<file path="config.mk">
export PLATFORM = sky130hd
export DESIGN_NAME = shs_sequencer
export DESIGN_NICKNAME = d
export VERILOG_FILES = /design/src/rtl/shs_pkg.sv /design/src/rtl/shs_ramp.sv /design/src/rtl/shs_sequencer.sv
export SDC_FILE = /design/constraint.sdc
export NUM_CORES = 1
export LEC_CHECK = 0
export ABC_AREA = 1
export BUFFER_PORTS_ARGS = -buffer_cell sky130_fd_sc_hd__buf_2
export CAP_MARGIN = 25
export CORE_UTILIZATION = 60
export CTS_CLUSTER_DIAMETER = 100
export DETAILED_ROUTE_END_ITERATION = 8
export PLACE_DENSITY = 0.8
export SLEW_MARGIN = 20
export SYNTH_ARGS = -nofsm -noshare
export SYNTH_HDL_FRONTEND = slang
export SYNTH_SLANG_ARGS = --single-unit
</file>
<file path="constraint.sdc">
create_clock -name mclk -period 7.9 [get_ports mclk]
set_input_delay 0.79 -clock mclk [delete_from_list [all_inputs] [get_ports mclk]]
set_output_delay 0.79 -clock mclk [all_outputs]
set_load 0.01 [all_outputs]
</file>
<file path="src/rtl/shs_pkg.sv">
// constants, types and register map of the servo homing sequencer
package shs_pkg;
    localparam logic [7:0] OFF_CTRL = 8'h00;
    localparam logic [7:0] OFF_MODE = 8'h04;
    localparam logic [7:0] OFF_MODE_DISP = 8'h08;
    localparam logic [7:0] OFF_METHOD = 8'h0C;
    localparam logic [7:0] OFF_SPD_FAST = 8'h10;
    localparam logic [7:0] OFF_SPD_SLOW = 8'h14;
    localparam logic [7:0] OFF_ACCEL = 8'h18;
    localparam logic [7:0] OFF_STATUS = 8'h1C;
    localparam logic [7:0] OFF_HOME_POS = 8'h20;

    localparam int CTRL_ENABLE_BIT = 0;
    localparam int CTRL_START_BIT = 4;
    localparam int STAT_REACHED_BIT = 10;
    localparam int STAT_ATTAINED_BIT = 12;
    localparam int STAT_ERROR_BIT = 13;
    localparam int STAT_READY_BIT = 15;

    localparam logic [15:0] RST_CTRL = 16'h0000;
    localparam logic [7:0] RST_MODE = 8'h00;
    localparam logic [7:0] RST_METHOD = 8'h00;
    localparam logic [31:0] RST_SPEED = 32'h00000000;
    localparam logic [31:0] RST_ACCEL = 32'h00000000;

    localparam logic [7:0] MODE_HOMING = 8'h06;
    localparam logic [7:0] METH_SEEK_A_POS = 8'h08;
    localparam logic [7:0] METH_SEEK_B_POS = 8'h09;
    localparam logic [7:0] METH_SEEK_C_POS = 8'h0A;
    localparam logic [7:0] METH_SEEK_D_NEG = 8'h0B;
    localparam logic [7:0] METH_SEEK_A_NEG = 8'h0C;
    localparam logic [7:0] METH_SEEK_B_NEG = 8'h0D;
    localparam logic [7:0] METH_SEEK_C_NEG = 8'h0E;
    localparam logic [7:0] METH_MAP_LO = 8'h11;
    localparam logic [7:0] METH_MAP_HI = 8'h1E;
    localparam logic [7:0] METH_MAP_SHIFT = 8'h10;
    localparam logic [7:0] METH_INDEX_NEG = 8'h21;
    localparam logic [7:0] METH_INDEX_POS = 8'h22;
    localparam logic [7:0] METH_SET_A = 8'h23;
    localparam logic [7:0] METH_SET_B = 8'h25;

    typedef enum logic [2:0] {
        SHS_IDLE = 3'b000,
        SHS_FAST = 3'b001,
        SHS_SLOW = 3'b010,
        SHS_INDEX = 3'b011,
        SHS_DONE = 3'b100,
        SHS_ERR = 3'b101
    } shs_state_e;

    // search shape shared by each mirrored pair of methods; SHS_VAR_D serves METH_SEEK_D_NEG alone
    typedef enum logic [1:0] {
        SHS_VAR_A = 2'b00,
        SHS_VAR_B = 2'b01,
        SHS_VAR_C = 2'b10,
        SHS_VAR_D = 2'b11
    } shs_var_e;

    typedef struct packed {
        logic lim_pos;
        logic lim_neg;
        logic home_sw;
        logic index;
    } shs_sense_s;
endpackage : shs_pkg

</file>
<file path="src/rtl/shs_ramp.sv">
// acceleration limited speed ramp with immediate halt
`timescale 1ns/100ps
module shs_ramp #(
    parameter int W = 33
) (
    input wire logic mclk,
    input wire logic nrst,
    input wire logic signed [W-1:0] target,
    input wire logic [W-2:0] step,
    input wire logic halt,
    output logic signed [W-1:0] speed,
    output logic at_target
);
    logic signed [W:0] diff;
    logic signed [W:0] step_ext;

    assign diff = {target[W-1], target} - {speed[W-1], speed};
    assign step_ext = $signed({2'b00, step});
    assign at_target = (speed == target);

    // zero step means no ramp: the command jumps to its target
    always_ff @(posedge mclk or negedge nrst) begin
        if (!nrst) begin
            speed <= '0;
        end else if (halt) begin
            speed <= '0;
        end else if (step == '0 || (diff <= step_ext && diff >= -step_ext)) begin
            speed <= target;
        end else if (diff > 0) begin
            speed <= speed + step_ext[W-1:0];
        end else begin
            speed <= speed - step_ext[W-1:0];
        end
    end
endmodule : shs_ramp

</file>
<file path="src/rtl/shs_sequencer.sv">
// homing sequencer with APB register file and speed command output
//
// Implementation choices: the APB slave port and the register offsets.
`timescale 1ns/100ps
module shs_sequencer #(
    parameter int POS_W = 32
) (
    input wire logic mclk,
    input wire logic nrst,
    input wire logic psel,
    input wire logic penable,
    input wire logic pwrite,
    input wire logic [7:0] paddr,
    input wire logic [31:0] pwdata,
    output logic [31:0] prdata,
    output logic pready,
    output logic pslverr,
    input shs_pkg::shs_sense_s sense,
    input wire logic [POS_W-1:0] act_pos,
    output logic signed [32:0] speed_cmd
);
    logic [15:0] ctrl;
    logic [7:0] mode;
    logic [7:0] mode_disp;
    logic [7:0] method;
    logic [31:0] spd_fast;
    logic [31:0] spd_slow;
    logic [31:0] accel;
    logic [POS_W-1:0] home_pos;
    logic err_flag;
    logic start_prev;
    shs_pkg::shs_state_e st;
    shs_pkg::shs_var_e var_q;
    logic seek_neg;
    logic dir_neg;
    logic fast_exit;
    logic fast_seen;
    logic slow_tgt;
    logic armed;

    logic wr;
    logic start_edge;
    logic busy;
    logic enabled;
    logic [7:0] base;
    logic err_evt;
    logic start_err;
    logic set_here;
    logic abort;
    logic seek_lim;
    logic bad_lim;
    logic signed [32:0] target;
    logic at_target;
    logic hs;

    function automatic logic addr_hit(input logic [7:0] a);
        case (a)
            shs_pkg::OFF_CTRL, shs_pkg::OFF_MODE, shs_pkg::OFF_MODE_DISP,
            shs_pkg::OFF_METHOD, shs_pkg::OFF_SPD_FAST, shs_pkg::OFF_SPD_SLOW,
            shs_pkg::OFF_ACCEL, shs_pkg::OFF_STATUS, shs_pkg::OFF_HOME_POS: addr_hit = 1'b1;
            default: addr_hit = 1'b0;
        endcase
    endfunction : addr_hit

    // methods 17 to 30 fold onto 1 to 14
    function automatic logic [7:0] map_method(input logic [7:0] m);
        if (m >= shs_pkg::METH_MAP_LO && m <= shs_pkg::METH_MAP_HI) begin
            map_method = m - shs_pkg::METH_MAP_SHIFT;
        end else begin
            map_method = m;
        end
    endfunction : map_method

    function automatic logic is_switch_method(input logic [7:0] m);
        is_switch_method = (m >= shs_pkg::METH_SEEK_A_POS && m <= shs_pkg::METH_SEEK_C_NEG);
    endfunction : is_switch_method

    function automatic shs_pkg::shs_var_e var_of(input logic [7:0] m);
        case (m)
            shs_pkg::METH_SEEK_A_POS, shs_pkg::METH_SEEK_A_NEG: var_of = shs_pkg::SHS_VAR_A;
            shs_pkg::METH_SEEK_B_POS, shs_pkg::METH_SEEK_B_NEG: var_of = shs_pkg::SHS_VAR_B;
            shs_pkg::METH_SEEK_C_POS, shs_pkg::METH_SEEK_C_NEG: var_of = shs_pkg::SHS_VAR_C;
            default: var_of = shs_pkg::SHS_VAR_D;
        endcase
    endfunction : var_of

    function automatic logic [15:0] status_word(input logic ready, input logic err,
                                                input logic attained, input logic reached);
        status_word = '0;
        status_word[shs_pkg::STAT_READY_BIT] = ready;
        status_word[shs_pkg::STAT_ERROR_BIT] = err;
        status_word[shs_pkg::STAT_ATTAINED_BIT] = attained;
        status_word[shs_pkg::STAT_REACHED_BIT] = reached;
    endfunction : status_word

    // bus: no wait states, unmapped addresses answer with an error
    assign pready = 1'b1;
    assign pslverr = psel && penable && !addr_hit(paddr);
    assign wr = psel && penable && pwrite && addr_hit(paddr);

    assign hs = sense.home_sw;
    assign enabled = ctrl[shs_pkg::CTRL_ENABLE_BIT];
    assign start_edge = ctrl[shs_pkg::CTRL_START_BIT] && !start_prev;
    assign busy = (st == shs_pkg::SHS_FAST) || (st == shs_pkg::SHS_SLOW) || (st == shs_pkg::SHS_INDEX);
    assign base = map_method(method);

    // the limit on the search side reverses; the far one is forbidden
    assign seek_lim = seek_neg ? sense.lim_neg : sense.lim_pos;
    assign bad_lim = seek_neg ? sense.lim_pos : sense.lim_neg;

    assign set_here = start_edge && !busy && mode_disp == shs_pkg::MODE_HOMING
        && (base == shs_pkg::METH_SET_A || base == shs_pkg::METH_SET_B);
    assign start_err = start_edge && !busy && enabled && mode_disp == shs_pkg::MODE_HOMING
        && !set_here && !is_switch_method(base)
        && base != shs_pkg::METH_INDEX_NEG && base != shs_pkg::METH_INDEX_POS;

    always_comb begin
        err_evt = 1'b0;
        if (st == shs_pkg::SHS_INDEX) begin
            err_evt = sense.lim_pos || sense.lim_neg || hs;
        end else if (st == shs_pkg::SHS_FAST || st == shs_pkg::SHS_SLOW) begin
            err_evt = bad_lim;
        end
    end

    assign abort = busy && (!enabled || mode_disp != shs_pkg::MODE_HOMING);

    // register writes
    always_ff @(posedge mclk or negedge nrst) begin
        if (!nrst) begin
            ctrl <= shs_pkg::RST_CTRL;
            mode <= shs_pkg::RST_MODE;
            method <= shs_pkg::RST_METHOD;
            spd_fast <= shs_pkg::RST_SPEED;
            spd_slow <= shs_pkg::RST_SPEED;
            accel <= shs_pkg::RST_ACCEL;
        end else if (wr) begin
            case (paddr)
                shs_pkg::OFF_CTRL: ctrl <= pwdata[15:0];
                shs_pkg::OFF_MODE: mode <= pwdata[7:0];
                shs_pkg::OFF_METHOD: method <= pwdata[7:0];
                shs_pkg::OFF_SPD_FAST: spd_fast <= pwdata;
                shs_pkg::OFF_SPD_SLOW: spd_slow <= pwdata;
                shs_pkg::OFF_ACCEL: accel <= pwdata;
                default: ;
            endcase
        end
    end

    // displayed mode follows the requested mode one cycle later
    always_ff @(posedge mclk or negedge nrst) begin
        if (!nrst) begin
            mode_disp <= shs_pkg::RST_MODE;
            start_prev <= 1'b0;
        end else begin
            mode_disp <= mode;
            start_prev <= ctrl[shs_pkg::CTRL_START_BIT];
        end
    end

    // read data is captured in the setup cycle so it comes from a flop
    always_ff @(posedge mclk or negedge nrst) begin
        if (!nrst) begin
            prdata <= '0;
        end else if (psel && !penable && !pwrite) begin
            case (paddr)
                shs_pkg::OFF_CTRL: prdata <= {16'h0000, ctrl};
                shs_pkg::OFF_MODE: prdata <= {24'h000000, mode};
                shs_pkg::OFF_MODE_DISP: prdata <= {24'h000000, mode_disp};
                shs_pkg::OFF_METHOD: prdata <= {24'h000000, method};
                shs_pkg::OFF_SPD_FAST: prdata <= spd_fast;
                shs_pkg::OFF_SPD_SLOW: prdata <= spd_slow;
                shs_pkg::OFF_ACCEL: prdata <= accel;
                shs_pkg::OFF_STATUS: prdata <= {16'h0000, status_word(!busy, err_flag,
                    st == shs_pkg::SHS_DONE, st == shs_pkg::SHS_DONE && at_target)};
                shs_pkg::OFF_HOME_POS: prdata <= 32'(home_pos);
                default: prdata <= '0;
            endcase
        end
    end

    // error flag: a new start clears it, but a fresh error in that cycle wins
    always_ff @(posedge mclk or negedge nrst) begin
        if (!nrst) begin
            err_flag <= 1'b0;
        end else begin
            err_flag <= err_evt || start_err || (err_flag && !(start_edge && !busy));
        end
    end

    always_ff @(posedge mclk or negedge nrst) begin
        if (!nrst) begin
            home_pos <= '0;
        end else if (set_here) begin
            home_pos <= act_pos;
        end
    end

    // search sequencing
    always_ff @(posedge mclk or negedge nrst) begin
        if (!nrst) begin
            st <= shs_pkg::SHS_IDLE;
            var_q <= shs_pkg::SHS_VAR_A;
            seek_neg <= 1'b0;
            dir_neg <= 1'b0;
            fast_exit <= 1'b0;
            fast_seen <= 1'b0;
            slow_tgt <= 1'b0;
            armed <= 1'b0;
        end else if (!busy) begin
            if (set_here) begin
                st <= shs_pkg::SHS_DONE;
            end else if (start_err) begin
                st <= shs_pkg::SHS_ERR;
            end else if (start_edge && enabled && mode_disp == shs_pkg::MODE_HOMING) begin
                var_q <= var_of(base);
                seek_neg <= base >= shs_pkg::METH_SEEK_D_NEG;
                if (base == shs_pkg::METH_INDEX_NEG) begin
                    st <= shs_pkg::SHS_INDEX;
                    dir_neg <= 1'b1;
                end else if (base == shs_pkg::METH_INDEX_POS) begin
                    st <= shs_pkg::SHS_INDEX;
                    dir_neg <= 1'b0;
                end else begin
                    case (var_of(base))
                        shs_pkg::SHS_VAR_A: begin
                            // starting on the switch: leave it fast against the search
                            st <= hs ? shs_pkg::SHS_FAST : shs_pkg::SHS_SLOW;
                            dir_neg <= hs ? (base < shs_pkg::METH_SEEK_D_NEG) : (base >= shs_pkg::METH_SEEK_D_NEG);
                            fast_exit <= 1'b0;
                            fast_seen <= 1'b1;
                            slow_tgt <= 1'b1;
                            armed <= 1'b1;
                        end
                        shs_pkg::SHS_VAR_B: begin
                            st <= shs_pkg::SHS_FAST;
                            dir_neg <= base >= shs_pkg::METH_SEEK_D_NEG;
                            fast_exit <= 1'b0;
                            fast_seen <= hs;
                        end
                        shs_pkg::SHS_VAR_C: begin
                            st <= shs_pkg::SHS_SLOW;
                            dir_neg <= base >= shs_pkg::METH_SEEK_D_NEG;
                            slow_tgt <= 1'b0;
                            armed <= hs;
                        end
                        default: begin
                            st <= hs ? shs_pkg::SHS_SLOW : shs_pkg::SHS_FAST;
                            dir_neg <= !hs;
                            fast_exit <= 1'b1;
                            fast_seen <= 1'b1;
                            slow_tgt <= 1'b0;
                            armed <= 1'b1;
                        end
                    endcase
                end
            end
        end else if (err_evt) begin
            st <= shs_pkg::SHS_ERR;
        end else if (abort) begin
            st <= shs_pkg::SHS_IDLE;
        end else begin
            case (st)
                shs_pkg::SHS_FAST: begin
                    if (hs != fast_exit) begin
                        fast_seen <= 1'b1;
                    end
                    // a switch edge, or the search-side limit while heading to it
                    if ((hs == fast_exit && fast_seen) || (seek_lim && dir_neg == seek_neg)) begin
                        st <= shs_pkg::SHS_SLOW;
                        dir_neg <= !dir_neg;
                        slow_tgt <= (var_q == shs_pkg::SHS_VAR_A || var_q == shs_pkg::SHS_VAR_B);
                        armed <= hs != (var_q == shs_pkg::SHS_VAR_A || var_q == shs_pkg::SHS_VAR_B);
                    end
                end
                shs_pkg::SHS_SLOW: begin
                    if (hs != slow_tgt) begin
                        armed <= 1'b1;
                    end
                    if (armed && hs == slow_tgt && sense.index) begin
                        st <= shs_pkg::SHS_DONE;
                    end else if (seek_lim && dir_neg == seek_neg
                                 && (var_q == shs_pkg::SHS_VAR_A || var_q == shs_pkg::SHS_VAR_C)) begin
                        st <= shs_pkg::SHS_FAST;
                        dir_neg <= !dir_neg;
                        fast_exit <= var_q == shs_pkg::SHS_VAR_C;
                        fast_seen <= hs != (var_q == shs_pkg::SHS_VAR_C);
                    end
                end
                shs_pkg::SHS_INDEX: begin
                    if (sense.index) begin
                        st <= shs_pkg::SHS_DONE;
                    end
                end
                default: st <= shs_pkg::SHS_IDLE;
            endcase
        end
    end

    always_comb begin
        case (st)
            shs_pkg::SHS_FAST: target = dir_neg ? -$signed({1'b0, spd_fast}) : $signed({1'b0, spd_fast});
            shs_pkg::SHS_SLOW, shs_pkg::SHS_INDEX:
                target = dir_neg ? -$signed({1'b0, spd_slow}) : $signed({1'b0, spd_slow});
            default: target = '0;
        endcase
    end

    // errors stop at once; normal stops and reversals follow the ramp
    shs_ramp #(
        .W(33)
    ) u_ramp (
        .mclk(mclk),
        .nrst(nrst),
        .target(target),
        .step(accel),
        .halt(err_evt || st == shs_pkg::SHS_ERR),
        .speed(speed_cmd),
        .at_target(at_target)
    );
endmodule : shs_sequencer

</file>
=== After elaboration in Yosys (flattened, before gate mapping) ===
Cells that the tools add are included.

* Flip-flop bits (word level): 246
* Input bits: 81
* Output and inout port bits: 67
* Logic and storage cells: 277

* $add $sub $neg: 7
* $lt $le $gt $ge: 9
* Equal/unequal tests: 61
* Muxes and demuxes: 98
* Bitwise operators: 3
* Reduce and logical (&&, ||, !) cells: 79

{| class="wikitable"
|+ Operator list
! kind !! count
|-
| 32-bit one-hot mux with 9 select lines || 1
|-
| 33-bit two-way mux || 5
|-
| 32-bit negation with 33-bit output || 2
|-
| 33-bit one-hot mux with 2 select lines || 1
|-
| 8-bit by 4-bit == test with 1-bit output (second input constant) || 8
|-
| 1-bit two-way mux || 59
|-
| 8-bit by 6-bit == test with 1-bit output (second input constant) || 5
|-
| 34-bit >= comparator || 1
|-
| 34-bit by 1-bit > comparator with 1-bit output (second input constant) || 1
|-
| 34-bit by 33-bit less-or-equal comparator with 1-bit output || 1
|-
| 32-bit negation with 34-bit output || 1
|-
| 33-bit by 33-bit subtractor with 34-bit output || 1
|-
| 33-bit by 32-bit adder with 33-bit output || 1
|-
| 33-bit == test || 1
|-
| 33-bit by 32-bit subtractor with 33-bit output || 1
|-
| 8-bit by 5-bit == test with 1-bit output (second input constant) || 4
|-
| 32-bit zero test || 1
|-
| 3-bit two-way mux || 10
|-
| 1-bit logical AND || 29
|-
| 11-bit AND reduction || 2
|-
| 2-bit two-way mux || 10
|-
| 2-bit inequality test (second input constant) || 9
|-
| 8-bit by 3-bit == test with 1-bit output (second input constant) || 2
|-
| 8-bit by 4-bit >= comparator with 1-bit output (second input constant) || 2
|-
| 39 further kinds || 99
|}

=== Depth between registers and ports, before layout ===
* Depth after elaboration: 24
* Mapped depth: 48
* Depth with buffers taken out: 47

=== Cells and area by module ===
From an unflattened synthesis, not the netlist that was laid out.

* Cell total of the unflattened synthesis: 3,043
* Area total of the unflattened synthesis: 20,544.7 sq um

{| class="wikitable"
|+ Modules (own cells, without submodules)
! module !! times used !! cells each !! area each (sq um) !! sequential area each (sq um)
|-
| shs_sequencer || 1 || 1,588 || 12,039.0 || 5,330.1
|-
| shs_ramp || 1 || 1,455 || 8,505.7 || 825.8
|}

=== Worst setup path after synthesis ===
Ideal clock, no wire load.

* Kind: flip-flop to flip-flop
* Start: register spd_slow[0]
* End: register u_ramp.speed[22]
* Library setup time: 117 ps
* Arrival: 5,663 ps
* Data required time: 7,783 ps
* Slack: 2,119 ps
* Stages on the path, launching flop included: 44
* Path buffers: 1
* Clock period less this slack: 5,781 ps
* Path through: dfrtp_1 -> inv_1 -> ha_1 -> nand3_1 -> nor3_1 -> nand3_1 -> inv_1 -> nand4_1 -> nor2_1 -> nand2_1 -> o21ai_1 -> nand2_1 -> nand2_1 -> o21ai_1 -> ha_1 -> nand2_1 -> nor2_1 -> nor3b_1 -> [... 8 more ...] -> inv_2 -> buf_2 -> nand2_1 -> o21ai_1 -> ha_1 -> a21oi_1 -> o21ai_1 -> a21oi_1 -> o21ai_1 -> a21boi_1 -> inv_1 -> nand2_1 -> nand2_1 -> a21oi_1 -> o21ai_0 -> xor2_1 -> nor2_1 -> nor2_1

* Word-level cells in the longest chain between the ends: 9
* Elaborated cells on any way between the ends: 12
* Those cells by class: add/sub (2); order compare (3); mux (5); reduce/logical (2)

{| class="wikitable"
|+ Ends and longest elaborated chain
! item !! RTL line !! RTL
|-
| from (decl) || shs_sequencer.sv:27 || <nowiki>logic [31:0] spd_slow;</nowiki>
|-
| from (signal assigned) || shs_sequencer.sv:135 || <nowiki>spd_slow <= shs_pkg::RST_SPEED;</nowiki>
|-
| from (signal assigned) || shs_sequencer.sv:143 || <nowiki>shs_pkg::OFF_SPD_SLOW: spd_slow <= pwdata;</nowiki>
|-
| 32-bit negation with 33-bit output || shs_sequencer.sv:304 || <nowiki>target = dir_neg ? -$signed({1'b0, spd_slow}) : $signed({1'b0, spd_slow});</nowiki>
|-
| 33-bit two-way mux * || shs_sequencer.sv:304 ||
|-
| 33-bit one-hot mux with 2 select lines * || shs_sequencer.sv:301 || <nowiki>case (st)</nowiki>
|-
| 33-bit by 33-bit subtractor with 34-bit output || shs_ramp.sv:17 || <nowiki>assign diff = {target[W-1], target} - {speed[W-1], speed};</nowiki>
|-
| 34-bit by 33-bit less-or-equal comparator with 1-bit output / 34-bit >= comparator (equally long branches) || shs_ramp.sv:27 || <nowiki>end else if (step == '0 || (diff <= step_ext && diff >= -step_ext)) begin</nowiki>
|-
| 1-bit logical AND || shs_ramp.sv:27 ||
|-
| 1-bit logical OR || shs_ramp.sv:27 ||
|-
| 33-bit two-way mux * || shs_ramp.sv:27 ||
|-
| 33-bit two-way mux * || shs_ramp.sv:25 || <nowiki>end else if (halt) begin</nowiki>
|-
| to (signal assigned) || shs_ramp.sv:28 || <nowiki>speed <= target;</nowiki>
|-
| to (signal assigned) || shs_ramp.sv:30 || <nowiki>speed <= speed + step_ext[W-1:0];</nowiki>
|-
| to (signal assigned) || shs_ramp.sv:32 || <nowiki>speed <= speed - step_ext[W-1:0];</nowiki>
|-
| to (decl) || shs_ramp.sv:11 || <nowiki>output logic signed [W-1:0] speed,</nowiki>
|}

Mark *: on every way between the ends. The rest lies on a longest branch, timed or not.
A chain may end at the register's enable or synchronous reset.

=== Worst setup path after layout ===
* Start: register spd_fast[0]
* End: register u_ramp.speed[29]

* Word-level cells in the longest chain between the ends: 9
* Elaborated cells on any way between the ends: 12
* Those cells by class: add/sub (2); order compare (3); mux (5); reduce/logical (2)

{| class="wikitable"
|+ Ends and longest elaborated chain
! item !! RTL line !! RTL
|-
| from (decl) || shs_sequencer.sv:26 || <nowiki>logic [31:0] spd_fast;</nowiki>
|-
| from (signal assigned) || shs_sequencer.sv:134 || <nowiki>spd_fast <= shs_pkg::RST_SPEED;</nowiki>
|-
| from (signal assigned) || shs_sequencer.sv:142 || <nowiki>shs_pkg::OFF_SPD_FAST: spd_fast <= pwdata;</nowiki>
|-
| 32-bit negation with 33-bit output || shs_sequencer.sv:302 || <nowiki>shs_pkg::SHS_FAST: target = dir_neg ? -$signed({1'b0, spd_fast}) : $signed({1'b0, spd_fast});</nowiki>
|-
| 33-bit two-way mux * || shs_sequencer.sv:302 ||
|-
| 33-bit one-hot mux with 2 select lines * || shs_sequencer.sv:301 ||
|-
| 33-bit by 33-bit subtractor with 34-bit output || shs_ramp.sv:17 ||
|-
| 34-bit by 33-bit less-or-equal comparator with 1-bit output / 34-bit >= comparator (equally long branches) || shs_ramp.sv:27 ||
|-
| 1-bit logical AND || shs_ramp.sv:27 ||
|-
| 1-bit logical OR || shs_ramp.sv:27 ||
|-
| 33-bit two-way mux * || shs_ramp.sv:27 ||
|-
| 33-bit two-way mux * || shs_ramp.sv:25 ||
|}

Marks and branches as above.

==> flow_summary.yaml <==
outcome:
  status: "finished clean"
clock_network:
  clock-root-buffer: "clkbuf_16"
  cts_tree: "done"
  clkSlewWorstSetupHoldPaths_ns: 0.06
  cts.sinks: 246
  clock_path_buffers: 3
  ctsHtreeMaxLevel: 1
  insertion_delay_ns: 0.60
  numCtsBuffers: 29
route:
  postRouteAntennaNets: 0
  via_count: 21800
  drt_iter0_drc: 2458
  vias_per_cell: 6.10
  drtPass1Iterations: 7
  wl_mm: 72.6
  drc: 0
  wire_per_inst_um: 20.3
power:
  peakVddDrop_uv: 237
  p_leak_uw: 0.0115
  power.density_mw_per_mm2: 294
placement:
  hpwlAfterDp_mm: 56.4
  place.gp.congestion: 1.03
  port_buffers: 146
  dpl-instance-area_mm2: 0.0212
synthesis:
  syn_area_mm2: 0.0200
  yosysWarnings: 0
  yosysTopAreaCell: "dfrtp_1"
  synth_edf_count: 0
  synth_seq_cells: 246
  synthFlopType: "dfrtp_1"
  synth_seq_area_share_pct: 30.8
  async_reset_ff_share_pct: 100
  synth.avg_cell_area_um2: 6.73
  synth.area.top_cells: "dfrtp_1 31%, nand2_1 15%, ha_1 8.6%, inv_1 7.4%, o21ai_0 6.3%"
  synth_cells: 2965
  yosysUniqueCellTypes: 71
  synth_fp_nets: 3186
  synth_top_area_share_pct: 30.8
critical_path:
  critPathLaunch: "spd_fast[0]$_DFFE_PN0P_"
  path_buf_inv: 6
  crit_path_max_incr_delay_ns: 0.38
  critPathRequiredTime_ns: 8.37
  crit_fanout: 18
  r2r-start: "spd_fast[0]$_DFFE_PN0P_"
  critPathLaunchType: "register"
  cpMostUsedCell: "nand2_1"
  path_delay_family: "simple AND/OR/NAND/NOR gates"
  path_class: "reg2reg"
  end_kind: "register"
  worst_path_max_delay_cell: "dfrtp_1"
  cp.arrival_ns: 7.99
floorplan:
  initial_core_util_pct: 61.2
  die_area_mm2: 0.0340
  io_pins: 148
  die_w_um: 184
  core_region_area_mm2: 0.0326
  die_y_um: 184
  placementRows: 66
final_layout:
  multi_input_area_mm2: 0.0120
  area.sequential_mm2: 0.00616
  final_common_cell: "nand2_1"
  final_area_mm2: 0.0225
  area_growth_pct: 12.6
  fillers: 2781
  drive_gt1_share_pct: 11.4
  layout_common_cells: "796 x nand2_1, 396 x inv_1, 279 x nor2_1, 247 x o21ai_0, 246 x dfrtp_1"
  finalNetCount: 3328
sta:
  rsz0062_at_grt: "false"
  fmax_mhz: 133
  setup_viol: 0
  maxSlewHeadroom_pct: 33.6
  clock_skew_ns: 0.0489
  drv_slew: 0
  tns_ns: 0
  hold_viol_final: 0
  tightestPinTransition_ns: 0.994
  fin_crit_sh_pct: 95.2
  period_minus_slack_ns: 7.52
global_routing:
  antenna_found_initial: 2
  overflow: 0
  grt_pass1_wl_mm: 111
  grt_use_total_pct: 42.6
  grt_pass1_vias: 20400
  grt_max_degree: 98
hold_path:
  hold_path.class: "in2async"
run:
  maxCapViolCount: 0
## final timing paths
path / cells after the start / end / slack, ns
max reg2reg: 42 / u_ramp.speed[29]$_DFF_PN0_ / 0.38
min in group mclk: 0 / mode_disp[5]$_DFF_PN0_ / 0.38
max in group asynchronous: 3 / spd_fast[16]$_DFFE_PN0P_ / 6.46
min reg2reg: 0 / mode_disp[5]$_DFF_PN0_ / 0.38
max: 42 / u_ramp.speed[29]$_DFF_PN0_ / 0.38
min: 1 / mode[3]$_DFFE_PN0P_ / 0.23
## report_power, final
group	total [uW]	leakage, uW	switching [uW]	internal (uW)
sequential	1480	0.00261	102	1380
combinational	3610	0.00839	2350	1260
clock	1530	0.000512	599	926
## metrics by stage
step | util (%) | hold slack (ns) | std cells | setup WS [ns] | power [uW]
3_5_place_dp | 65.1 | 0.373 | 3511 | 0.297 | 4950
6_report | 68.9 | 0.227 | 3572 | 0.379 | 6620
5_1_grt | 68.9 | 0.290 | 3571 | 0.00830 | 7040
3_3_place_gp | 65.0 | 0.356 | 3510 | 0.298 | 4860
4_1_cts | 68.4 | 0.273 | 3564 | 0.201 | 6470
2_1_floorplan | - | 0.354 | 2965 | 2.12 | 3950
## registers in the layout, summed over array words and instances (netlist names), 2 cells and up
signal        cells
u_ramp.speed     33
accel            32
home_pos         32
prdata           32
spd_fast         32
spd_slow         32
ctrl             16
method            8
mode              8
mode_disp         8
st                3
var_q             2
## per-layer routing
metal	track usage, %	part of all wire (%)	up-vias	wire length, um
met5	0	0	-	0
met4	19.9	5.2	0	3810
met3	6.84	11	240	7640
met2	68.7	45	1308	32400
met1	56.1	40	10200	28800
li1	-	-	10100	-
## what timing repair did
action / 4_1_cts / 5_1_grt
setup buffers: 0 / 1
endpoints found under the setup margin: 0 / 22
hold buffers: 0 / 0
gates resized for setup: 0 / 19
## layout make-up
type / count / share of cell area, %
inverters: 418 / 7.01
repair buffers: 191 / 5.12
multi-input cells: 2221 / 53.2
flip-flops and latches: 246 / 27.4
well taps: 442 / 2.46
diodes: 1 / 0.0111
clock inverters: 21 / 1.43
clock buffers: 32 / 3.37
## Yosys cell counts, drive strengths merged (2+ instances only)
| cell | instances |
|---|---|
| nor4 | 20 |
| o21bai | 12 |
| a221oi | 24 |
| nand3b | 8 |
| o31ai | 3 |
| a211oi | 2 |
| xor2 | 49 |
| nor3 | 51 |
| nand3 | 122 |
| dfrtp | 246 |
| o221ai | 4 |
| a31oi | 10 |
| a21o | 5 |
| nand2 | 807 |
| nor2 | 302 |
| or2 | 11 |
| o22ai | 44 |
| fa | 2 |
| o211ai | 9 |
| buf | 32 |
| a21oi | 167 |
| o21a | 4 |
| xnor2 | 15 |
| clkinv | 4 |
| ha | 138 |
| a21boi | 3 |
| nor4b | 2 |
| nor3b | 2 |
| o21ai | 329 |
| a2111oi | 3 |
| nand4 | 45 |
| clkbuf | 48 |
| o32ai | 2 |
| mux2 | 17 |
| inv | 414 |
## cells by family (layout without fill, tap and decap cells)
family | Yosys count | in the layout | synth area share (%)
XOR/XNOR | 64 | 64 | 2.94
multiplexers | 17 | 17 | 0.959
AND/OR/NAND/NOR | 1373 | 1373 | 29.2
buffers and inverters | 498 | 662 | 9.73
AO/OA/AOI/OAI | 626 | 626 | 17.5
other | 1 | 2 | 0.0188
adder cells (fa/ha/maj) | 140 | 140 | 8.85
flip-flops | 246 | 246 | 30.8
Note: power is estimated with default switching activity, not from simulation.
